## src/shared/gci_cfg.svh

```systemverilog
// Constants of the GPIO control command interpreter.
`ifndef GCI_CFG_SVH
`define GCI_CFG_SVH

// -----------------------------------------------------------------------------
// Command type codes
// -----------------------------------------------------------------------------
`define GCI_CMD_GET_FUNC   8'h10
`define GCI_CMD_GET_DIR    8'h11
`define GCI_CMD_GET_LEVEL  8'h12
`define GCI_CMD_GET_STATE  8'h13
`define GCI_CMD_SET_DIR    8'h19
`define GCI_CMD_SET_LEVEL  8'h1A
`define GCI_CMD_SET_STATE  8'h1B

// -----------------------------------------------------------------------------
// Frame layout
// -----------------------------------------------------------------------------
`define GCI_ERR_BYTE       8'hFF
`define GCI_CMD_LAST_IDX   4'h8
`define GCI_P1_LAST_IDX    4'h4
`define GCI_RESP_LEN       4'h5
`define GCI_ERR_LEN        4'h1
`define GCI_VEC_WIDTH      32
`define GCI_DEF_PINS       11

`endif

```

## src/logic/gci_pins_unused_never.sv

```systemverilog
// Spare source slot; it holds no logic.

```

## src/shared/gci_pkg.sv

```systemverilog
// Types of the GPIO control command interpreter.
package gci_pkg;

  // ---------------------------------------------------------------------------
  // Interpreter states
  // ---------------------------------------------------------------------------
  typedef enum logic [2:0] {
    GCI_LOAD,
    GCI_RECV,
    GCI_EXEC,
    GCI_SEND,
    GCI_DRAIN
  } gci_state_type;

  typedef logic [31:0] gci_vec_type;

  // ---------------------------------------------------------------------------
  // All state of the interpreter
  // ---------------------------------------------------------------------------
  typedef struct packed {
    gci_state_type st;
    logic [3:0]    cnt;
    logic [7:0]    cmd;
    gci_vec_type   p1;
    gci_vec_type   p2;
    logic [39:0]   resp;
    logic [3:0]    rlen;
    logic          tail;
    gci_vec_type   dir;
    gci_vec_type   lvl;
    gci_vec_type   act;
  } gci_regs_type;

endpackage : gci_pkg

```

## src/shared/gci_pin_if.sv

```systemverilog
// Carrier between the interpreter and its pin drivers.
`timescale 1ns/100ps
`default_nettype none

interface gci_pin_if #(parameter int PINS = 11);
  logic [PINS-1:0] dir;
  logic [PINS-1:0] lvl;
  logic [PINS-1:0] state;
  logic [PINS-1:0] active;

  modport ctrl (output dir, output lvl, output state, input active);
  modport drv  (input dir, input lvl, input state, output active);
endinterface : gci_pin_if

`default_nettype wire

```

## src/logic/gci_pins.sv

```systemverilog
// Per-pin level translation between logical state and pin level.
`timescale 1ns/100ps
`default_nettype none

module gci_pins #(
  parameter int PINS = 11
) (
  input  wire logic            mclk_i,
  input  wire logic            rst_n_i,
  gci_pin_if.drv               pins,
  input  wire logic [PINS-1:0] pin_in_i,
  output logic      [PINS-1:0] pin_out_o,
  output logic      [PINS-1:0] pin_oe_o
);

  // ---------------------------------------------------------------------------
  // Registered drive, combinational input translation
  // ---------------------------------------------------------------------------
  genvar g;
  generate
    for (g = 0; g < PINS; g++) begin : g_pin
      always_ff @(posedge mclk_i or negedge rst_n_i) begin
        if (!rst_n_i) begin
          pin_out_o[g] <= 1'b0;
          pin_oe_o[g]  <= 1'b0;
        end else begin
          pin_out_o[g] <= pins.state[g] ^ pins.lvl[g];
          pin_oe_o[g]  <= pins.dir[g];
        end
      end
      assign pins.active[g] = pin_in_i[g] ^ pins.lvl[g];
    end
  endgenerate

endmodule : gci_pins

`default_nettype wire

```

## src/logic/gci_top.sv

```systemverilog
// GPIO control command interpreter: nine-byte commands in, five-byte answers or one-byte error answers out.
//
// How it works
// - A command is one type byte followed by two four-byte parameters.
// - Each parameter is a 32-bit pin vector, one bit per pin.
// - Parameters arrive little endian; pin zero is bit 0 of the first byte.
// - Non-GPIO pins read as zero and are ignored by writes.
// - Every valid command is answered with exactly five bytes.
// - The answer echoes the command byte, then the current or updated vector.
// - An unknown command type is answered with one 0FFh byte only.
// - Commands are accepted from both stream and datagram transports.
// - Type codes 10h-13h read, 19h-1Bh write directions, levels, states.
// - Parameters a command does not use are ignored.
// - No command writes pin functions; functions come from configuration only.
// - Written values live in volatile flip-flops and revert at reset.
// - In the function answer one means user GPIO, zero dedicated.
// - Eleven controllable pins sit inside the 32-bit vector.
// - Pins default to GPIO inputs, active low, via the boot configuration.
// - Boot directions and active levels are loaded from configuration inputs.
// - A disable input stops all command servicing.
// - Writes update only pins whose first-parameter mask bit is one.
// - Direction one means output, zero input.
// - Level one means active low; state one means active.
`timescale 1ns/100ps
`default_nettype none
`include "gci_cfg.svh"

module gci_top #(
  parameter int PINS = `GCI_DEF_PINS
) (
  input  wire logic                 mclk_i,
  input  wire logic                 reset_n_i,
  input  wire logic                 rx_valid_i,
  input  wire logic [7:0]           rx_data_i,
  input  wire logic                 rx_last_i,
  input  wire logic                 rx_udp_i,
  output logic                      rx_ready_o,
  output logic                      tx_valid_o,
  output logic      [7:0]           tx_data_o,
  output logic                      tx_last_o,
  input  wire logic                 tx_ready_i,
  input  wire logic                 gpio_disable_i,
  input  wire gci_pkg::gci_vec_type cfg_func_i,
  input  wire gci_pkg::gci_vec_type boot_dir_i,
  input  wire gci_pkg::gci_vec_type boot_level_i,
  input  wire logic [PINS-1:0]      pin_in_i,
  output logic      [PINS-1:0]      pin_out_o,
  output logic      [PINS-1:0]      pin_oe_o
);
  import gci_pkg::*;

  // ---------------------------------------------------------------------------
  // Reset release
  // ---------------------------------------------------------------------------
  logic [1:0] rst_sync_reg;
  logic       rst_n;

  always_ff @(posedge mclk_i or negedge reset_n_i) begin
    if (!reset_n_i) begin
      rst_sync_reg <= 2'h0;
    end else begin
      rst_sync_reg <= {rst_sync_reg[0], 1'b1};
    end
  end
  assign rst_n = rst_sync_reg[1];

  // ---------------------------------------------------------------------------
  // Pin drivers
  // ---------------------------------------------------------------------------
  localparam gci_vec_type IMPL = ~(32'hFFFFFFFF << PINS);

  gci_regs_type r_reg;
  gci_regs_type r_next;
  gci_vec_type  in_act;
  gci_vec_type  gpio_m;
  gci_vec_type  wmask;
  gci_vec_type  state_rd;

  gci_pin_if #(.PINS(PINS)) pin_bus ();

  assign pin_bus.dir   = r_reg.dir[PINS-1:0];
  assign pin_bus.lvl   = r_reg.lvl[PINS-1:0];
  assign pin_bus.state = r_reg.act[PINS-1:0];
  assign in_act        = 32'(pin_bus.active);

  gci_pins #(.PINS(PINS)) u_pins (
    .mclk_i    (mclk_i),
    .rst_n_i   (rst_n),
    .pins      (pin_bus),
    .pin_in_i  (pin_in_i),
    .pin_out_o (pin_out_o),
    .pin_oe_o  (pin_oe_o)
  );

  // ---------------------------------------------------------------------------
  // Derived vectors
  // ---------------------------------------------------------------------------
  assign gpio_m   = cfg_func_i & IMPL;
  assign wmask    = r_reg.p1 & gpio_m;
  assign state_rd = ((r_reg.dir & r_reg.act) | (~r_reg.dir & in_act)) & gpio_m;

  // ---------------------------------------------------------------------------
  // Handshake outputs
  // ---------------------------------------------------------------------------
  assign rx_ready_o = (r_reg.st == GCI_RECV) || (r_reg.st == GCI_DRAIN);
  assign tx_valid_o = (r_reg.st == GCI_SEND);
  assign tx_data_o  = r_reg.resp[7:0];
  assign tx_last_o  = (r_reg.st == GCI_SEND) && (r_reg.cnt == r_reg.rlen - 4'h1);

  // ---------------------------------------------------------------------------
  // Next state
  // ---------------------------------------------------------------------------
  always_comb begin
    r_next = r_reg;
    case (r_reg.st)
      GCI_LOAD: begin
        r_next.dir = boot_dir_i & IMPL;
        r_next.lvl = boot_level_i & IMPL;
        r_next.act = 32'h00000000;
        r_next.st  = GCI_RECV;
      end
      GCI_RECV: begin
        if (rx_valid_i) begin
          if (gpio_disable_i) begin
            r_next.cnt = 4'h0;
          end else begin
            if (r_reg.cnt == 4'h0) begin
              r_next.cmd = rx_data_i;
            end else if (r_reg.cnt <= `GCI_P1_LAST_IDX) begin
              r_next.p1 = {rx_data_i, r_reg.p1[31:8]};
            end else begin
              r_next.p2 = {rx_data_i, r_reg.p2[31:8]};
            end
            r_next.cnt = r_reg.cnt + 4'h1;
            if (r_reg.cnt == `GCI_CMD_LAST_IDX) begin
              r_next.st   = GCI_EXEC;
              r_next.cnt  = 4'h0;
              r_next.tail = rx_udp_i && !rx_last_i;
            end else if (rx_udp_i && rx_last_i) begin
              r_next.cnt = 4'h0;
            end
          end
        end
      end
      GCI_EXEC: begin
        r_next.rlen = `GCI_RESP_LEN;
        r_next.st   = GCI_SEND;
        r_next.cnt  = 4'h0;
        case (r_reg.cmd)
          `GCI_CMD_GET_FUNC: begin
            r_next.resp = {gpio_m, r_reg.cmd};
          end
          `GCI_CMD_GET_DIR: begin
            r_next.resp = {r_reg.dir & gpio_m, r_reg.cmd};
          end
          `GCI_CMD_GET_LEVEL: begin
            r_next.resp = {r_reg.lvl & gpio_m, r_reg.cmd};
          end
          `GCI_CMD_GET_STATE: begin
            r_next.resp = {state_rd, r_reg.cmd};
          end
          `GCI_CMD_SET_DIR: begin
            r_next.dir  = (r_reg.dir & ~wmask) | (r_reg.p2 & wmask);
            r_next.resp = {r_next.dir & gpio_m, r_reg.cmd};
          end
          `GCI_CMD_SET_LEVEL: begin
            r_next.lvl  = (r_reg.lvl & ~wmask) | (r_reg.p2 & wmask);
            r_next.resp = {r_next.lvl & gpio_m, r_reg.cmd};
          end
          `GCI_CMD_SET_STATE: begin
            r_next.act  = (r_reg.act & ~wmask) | (r_reg.p2 & wmask);
            r_next.resp = {((r_reg.dir & r_next.act) | (~r_reg.dir & in_act)) & gpio_m, r_reg.cmd};
          end
          default: begin
            r_next.resp = {32'h00000000, `GCI_ERR_BYTE};
            r_next.rlen = `GCI_ERR_LEN;
          end
        endcase
      end
      GCI_SEND: begin
        if (tx_ready_i) begin
          r_next.resp = {8'h00, r_reg.resp[39:8]};
          r_next.cnt  = r_reg.cnt + 4'h1;
          if (tx_last_o) begin
            r_next.cnt = 4'h0;
            r_next.st  = r_reg.tail ? GCI_DRAIN : GCI_RECV;
          end
        end
      end
      GCI_DRAIN: begin
        if (rx_valid_i && rx_last_i) begin
          r_next.tail = 1'b0;
          r_next.st   = GCI_RECV;
        end
      end
      default: begin
        r_next.st = GCI_RECV;
      end
    endcase
  end

  // ---------------------------------------------------------------------------
  // State register
  // ---------------------------------------------------------------------------
  always_ff @(posedge mclk_i or negedge rst_n) begin
    if (!rst_n) begin
      r_reg <= '{st: GCI_LOAD, default: '0};
    end else begin
      r_reg <= r_next;
    end
  end

  // ---------------------------------------------------------------------------
  // Checks
  // ---------------------------------------------------------------------------
  logic [3:0] sent_cnt;

  always_ff @(posedge mclk_i or negedge rst_n) begin
    if (!rst_n) begin
      sent_cnt <= 4'h0;
    end else if (r_reg.st == GCI_EXEC) begin
      sent_cnt <= 4'h0;
    end else if (tx_valid_o && tx_ready_i) begin
      sent_cnt <= sent_cnt + 4'h1;
    end
  end

  chk_nine_bytes: assert property (
    @(posedge mclk_i) disable iff (!rst_n)
    (r_reg.st == GCI_RECV) ##1 (r_reg.st == GCI_EXEC) |->
      $past(r_reg.cnt) == `GCI_CMD_LAST_IDX && $past(rx_valid_i))
    else $error("Command executed without nine bytes.");

  chk_resp_five: assert property (
    @(posedge mclk_i) disable iff (!rst_n)
    (tx_valid_o && tx_ready_i && tx_last_o && r_reg.resp[7:0] != `GCI_ERR_BYTE) |->
      sent_cnt == 4'h4 || r_reg.rlen == `GCI_ERR_LEN)
    else $error("Valid answer was not five bytes.");

  chk_echo_cmd: assert property (
    @(posedge mclk_i) disable iff (!rst_n)
    (r_reg.st == GCI_SEND && r_reg.cnt == 4'h0 && r_reg.rlen == `GCI_RESP_LEN) |->
      tx_data_o == r_reg.cmd)
    else $error("Answer did not start with the command byte.");

  chk_err_byte: assert property (
    @(posedge mclk_i) disable iff (!rst_n)
    (r_reg.st == GCI_EXEC && (r_reg.cmd < `GCI_CMD_GET_FUNC || r_reg.cmd > `GCI_CMD_SET_STATE ||
      (r_reg.cmd > `GCI_CMD_GET_STATE && r_reg.cmd < `GCI_CMD_SET_DIR))) |=>
      tx_valid_o && tx_last_o && tx_data_o == `GCI_ERR_BYTE)
    else $error("Unknown command not answered with a single error byte.");

  chk_mask_dir: assert property (
    @(posedge mclk_i) disable iff (!rst_n)
    (r_reg.st == GCI_EXEC && r_reg.cmd == `GCI_CMD_SET_DIR) |=>
      r_reg.dir == (($past(r_reg.dir) & ~$past(wmask)) | ($past(r_reg.p2) & $past(wmask))))
    else $error("Direction write ignored the mask.");

  chk_mask_level: assert property (
    @(posedge mclk_i) disable iff (!rst_n)
    (r_reg.st == GCI_EXEC && r_reg.cmd == `GCI_CMD_SET_LEVEL) |=>
      r_reg.lvl == (($past(r_reg.lvl) & ~$past(wmask)) | ($past(r_reg.p2) & $past(wmask))))
    else $error("Level write ignored the mask.");

  chk_mask_state: assert property (
    @(posedge mclk_i) disable iff (!rst_n)
    (r_reg.st == GCI_EXEC && r_reg.cmd == `GCI_CMD_SET_STATE) |=>
      r_reg.act == (($past(r_reg.act) & ~$past(wmask)) | ($past(r_reg.p2) & $past(wmask))))
    else $error("State write ignored the mask.");

  chk_pin_drive: assert property (
    @(posedge mclk_i) disable iff (!rst_n)
    pin_out_o == $past(r_reg.act[PINS-1:0] ^ r_reg.lvl[PINS-1:0]) &&
      pin_oe_o == $past(r_reg.dir[PINS-1:0]))
    else $error("Pin drive does not follow state, level and direction.");

  chk_non_gpio: assert property (
    @(posedge mclk_i) disable iff (!rst_n)
    (r_reg.st == GCI_EXEC && r_reg.cmd[4:3] == 2'h3) |=>
      (((r_reg.dir ^ $past(r_reg.dir)) | (r_reg.lvl ^ $past(r_reg.lvl)) |
       (r_reg.act ^ $past(r_reg.act))) & ~$past(gpio_m)) == 32'h00000000)
    else $error("Write changed a pin that is not GPIO.");

  chk_disabled_idle: assert property (
    @(posedge mclk_i) disable iff (!rst_n)
    (r_reg.st == GCI_RECV && gpio_disable_i) |=> r_reg.st != GCI_EXEC)
    else $error("Command serviced while disabled.");

  chk_func_answer: assert property (
    @(posedge mclk_i) disable iff (!rst_n)
    (r_reg.st == GCI_EXEC && r_reg.cmd == `GCI_CMD_GET_FUNC) |=>
      r_reg.resp[39:8] == $past(gpio_m) && r_reg.dir == $past(r_reg.dir))
    else $error("Function answer wrong or pin settings disturbed.");

  chk_boot_load: assert property (
    @(posedge mclk_i) disable iff (!rst_n)
    (r_reg.st == GCI_LOAD) |=> r_reg.dir == ($past(boot_dir_i) & IMPL) &&
      r_reg.lvl == ($past(boot_level_i) & IMPL) && r_reg.act == 32'h00000000)
    else $error("Boot configuration not loaded.");

  chk_short_udp: assert property (
    @(posedge mclk_i) disable iff (!rst_n)
    (r_reg.st == GCI_RECV && rx_valid_i && rx_udp_i && rx_last_i && !gpio_disable_i &&
      r_reg.cnt != `GCI_CMD_LAST_IDX) |=> r_reg.st == GCI_RECV && r_reg.cnt == 4'h0)
    else $error("Short datagram was not discarded.");

endmodule : gci_top

`default_nettype wire

```

## config.mk

```make
export PLATFORM = sky130hd
export DESIGN_NAME = gci_top
export DESIGN_NICKNAME = d
export VERILOG_FILES = /design/src/logic/gci_pins_unused_never.sv /design/src/shared/gci_pkg.sv /design/src/shared/gci_pin_if.sv /design/src/logic/gci_pins.sv /design/src/logic/gci_top.sv
export VERILOG_INCLUDE_DIRS = /design/src /design/src/shared
export SDC_FILE = /design/constraint.sdc
export NUM_CORES = 1
export LEC_CHECK = 0
export ABC_AREA = 0
export BUFFER_PORTS_ARGS = -buffer_cell sky130_fd_sc_hd__buf_4
export CAP_MARGIN = 20
export CORE_MARGIN = 2
export CORE_UTILIZATION = 45
export DETAILED_ROUTE_END_ITERATION = 16
export HOLD_SLACK_MARGIN = 0.08
export PLACE_DENSITY = 0.67
export SYNTH_ARGS = -nofsm -noshare
export SYNTH_HDL_FRONTEND = slang
export SYNTH_HIERARCHICAL = 1
export SYNTH_SLANG_ARGS = --single-unit
export TNS_END_PERCENT = 10
```

## constraint.sdc

```tcl
create_clock -name mclk_i -period 6.4 [get_ports mclk_i]
set_input_delay 0.32 -clock mclk_i [delete_from_list [all_inputs] [get_ports mclk_i]]
set_output_delay 0.32 -clock mclk_i [all_outputs]
set_load 0.02 [all_outputs]
```

==> impl_metrics.py <==
metrics = {
    "outcome": {
        "outcome": "finished clean",
    },
    "finish": {
        "drive_above_1_share_pct": 18.3,
        "final_area_um2": 9250,
        "syn_to_final_growth_pct": 18.2,
        "final_nets": 937,
        "seq_area_um2": 3960,
        "final_cells": 1049,
        "largest_reg_flops": 93,
        "finish.utilization_pct": 53.9,
        "multi_input_area_um2": 3600,
        "antennaDiodeCount": 0,
        "num-fill-cells": 1574,
    },
    "synth": {
        "synth-seq-cells": 158,
        "synth-edff-count": 0,
        "synth_most_common_cell": "dfrtp_1",
        "yosys_warnings": 6,
        "yosys-top-cells-area": "dfrtp_1, mux2_1, nand2_1",
        "yosys.area.top_type": "dfrtp_1",
        "synth_nets": 860,
        "synth_common_cells": "dfrtp_1, nand2_1, mux2_1, a21oi_1, o21ai_1",
        "synthDistinctLibCells": 72,
        "synth-async-reset-ratio_pct": 100,
        "ys.flop_type": "dfrtp_1",
        "syn_avg_cell_area_um2": 10.6,
        "netlist_area_um2": 7830,
        "synth_top_area_share_pct": 50.5,
        "ys_seq_area_share_pct": 50.5,
        "syn-instance-count": 735,
    },
    "clock_network": {
        "cts.repair.resized": 0,
        "cts_tree": "yes",
        "h-tree-depth": 4,
        "clk_pin_slew_ns": 0.07,
        "cts.path.max_buffers": 2,
        "numCtsBuffers": 17,
        "cts_num_sinks": 158,
        "cts_root_buf": "clkbuf_16",
        "clock_latency_ns": 0.44,
    },
    "timing": {
        "final-max-slew-violation-count": 0,
        "clock.fmax_mhz": 300,
        "worst_pin_slew_ns": 0.929,
        "fin_crit_ns": 3.34,
        "setup_viol": 0,
        "maxSlewHeadroom_pct": 37.8,
        "min_period_over_period_pct": 52.2,
        "clock-skew-final_ns": 0.0115,
        "rsz0062_at_grt": "false",
        "tns_ns": 0,
        "finalHoldViolations": 0,
    },
    "floorplanning": {
        "dieArea_um2": 18500,
        "rows": 48,
        "core_um2": 17200,
        "start_util_pct": 45.6,
        "num_io_pins": 155,
        "dieHeight_um": 136,
        "die_x_um": 136,
    },
    "critical_path": {
        "reg2reg_to": "r_reg[118]",
        "cp_max_fo": 19,
        "path_buf_inv": 0,
        "crit_path_cell_trace": "nand4b_1 -> or2_1 -> o21a_1 -> a211o_1 -> a41oi_2",
        "cp-end-kind": "flop",
        "path_depth": 5,
        "startpoint": "r_reg[206]",
        "crit_path_top_delay_cell": "dfrtp_1",
        "ff2ff_setup_slack_ns": 3.06,
        "crit_family": "simple AND/OR/NAND/NOR gates",
        "crit_end": "r_reg[118]",
        "critPathLaunchType": "flop",
        "path_class": "flop to flop",
        "cp_slowest_stage_delay_ns": 0.87,
        "worstPathRequired_ns": 6.76,
        "rr_worst_depth": 5,
        "cp.arrival_ns": 3.69,
        "r2r_start": "r_reg[206]",
    },
    "pwr": {
        "p_switching_uw": 1590,
        "pwr-share-seq_pct": 41.3,
        "irDropWorstVdd_uv": 252,
        "swShare_pct": 39.8,
        "p_int_uw": 2400,
        "power.density_nw_per_um2": 431,
        "clockPowerShare_pct": 23.4,
        "p_leak_uw": 0.00424,
        "pwr-share-comb_pct": 35.3,
    },
    "job": {
        "cap_violations": 0,
    },
    "drt": {
        "wirelength_um": 21300,
        "wl_per_cell_um": 20.3,
        "first_pass_iters": 5,
        "routed-via-count": 6341,
        "drt-initial-drc-count": 624,
        "viasPerCell": 6.04,
        "drc": 0,
        "ant_nets": 0,
    },
    "global_routing": {
        "overflow": 0,
        "grt_max_degree": 83,
        "grt_pass1_wl_um": 33300,
        "groute.usage.overall_pct": 24.0,
        "grt_pass1_vias": 6260,
        "antenna_found_initial": 0,
    },
    "placed_design": {
        "dp.cells": 1014,
        "port_buffers": 91,
        "hpwl_um": 14500,
        "place_congestion": 0.917,
        "dpl-instance-area_um2": 8640,
    },
    "min_path": {
        "hp-class": "primary input to flop",
    },
}
-- stage by stage --
stage / hold WS (ns) / power [uW] / setup slack (ns)
2_1_floorplan: 0.0244 / 2530 / 1.67
3_3_place_gp: 0.104 / 2980 / 3.29
3_5_place_dp: 0.105 / 3040 / 3.23
4_1_cts: 0.110 / 3980 / 3.20
5_1_grt: 0.110 / 4200 / 3.06
6_report: 0.113 / 3990 / 3.06
-- power by group through the flow --
stage          registers, uW  clock network (uW)  logic, uW
6_report                1650                 932       1410
5_1_grt                 1690                 985       1530
4_1_cts                 1650                 946       1390
3_5_place_dp            1660                   0       1380
3_3_place_gp            1640                   0       1340
2_1_floorplan           1610                   0        919
-- final cells by class --
class	count	area share, %
inverter	14	0.568
clock buffer	18	4.64
clock inverter	13	1.11
multi-input combinational	518	39.0
timing repair buffer	103	8.90
sequential	158	42.8
tap	225	3.04
-- placed cells by master, fill, tap and decap left out, types with 6 or more instances in the layout --
cell type,synthesis,routed
nand2_1,78,78
mux2i_1,6,6
o31ai_1,12,12
a22o_1,12,12
o2111ai_1,7,7
nor2b_1,8,8
o311ai_1,6,6
nand2b_1,8,8
clkbuf_16,0,17
o21ai_1,34,34
o211ai_1,9,9
inv_1,14,14
o22ai_1,12,12
o2bb2ai_1,18,18
nor2_1,30,30
xor2_1,24,24
mux2_1,70,70
buf_4,11,99
a21oi_1,52,52
inv_6,0,7
dfrtp_1,158,157
a21boi_0,7,7
nand3b_1,7,7
nand3_1,32,32
o21ai_0,9,9
-- cells by family (layout without fill, tap and decap cells) --
kind of cell    after synthesis  in the layout  share of synthesized area, %
xor+xnor                     25             25                          2.80
buf+inv                      59            148                          3.49
simple gates                193            193                          12.6
mux                          76             76                          10.8
compound gates              220            220                          19.2
fa+ha+maj                     3              3                         0.480
flops                       158            158                          50.5
other cells                   1              1                        0.0479
-- worst register-to-register path, delay by kind of cell (launching register included) --
| kind | cells | cell delay (ns) |
|---|---|---|
| compound gates | 3 | 0.78 |
| flops | 1 | 0.87 |
| simple gates | 2 | 1.61 |
-- how the worst min path moves through the flow --
stage,from,end,depth (start not counted)
2_1_floorplan,reset_n_i,rst_sync_reg[0],0
3_3_place_gp,reset_n_i,rst_sync_reg[0],1
3_5_place_dp,reset_n_i,rst_sync_reg[0],1
4_1_cts,rx_data_i[4],r_reg[201],2
5_1_grt,rx_data_i[4],r_reg[169],2
6_report,rx_data_i[4],r_reg[201],2
-- routing by layer --
layer | up-vias | track usage [%] | routed length [um]
met3 | 62 | 3.62 | 1420
li1 | 2847 | - | -
met1 | 3158 | 32.2 | 9030
met4 | 0 | 12.3 | 793
met2 | 274 | 37.9 | 10000
met5 | - | 0 | 0
-- what timing repair did --
item | CTS | global route
setup buffers | 0 | 0
setup endpoints to repair | 0 | 0
endpoints found under the hold margin | 2 | 0
hold buffers | 1 | 0
Power figures use the tool's default switching activity.
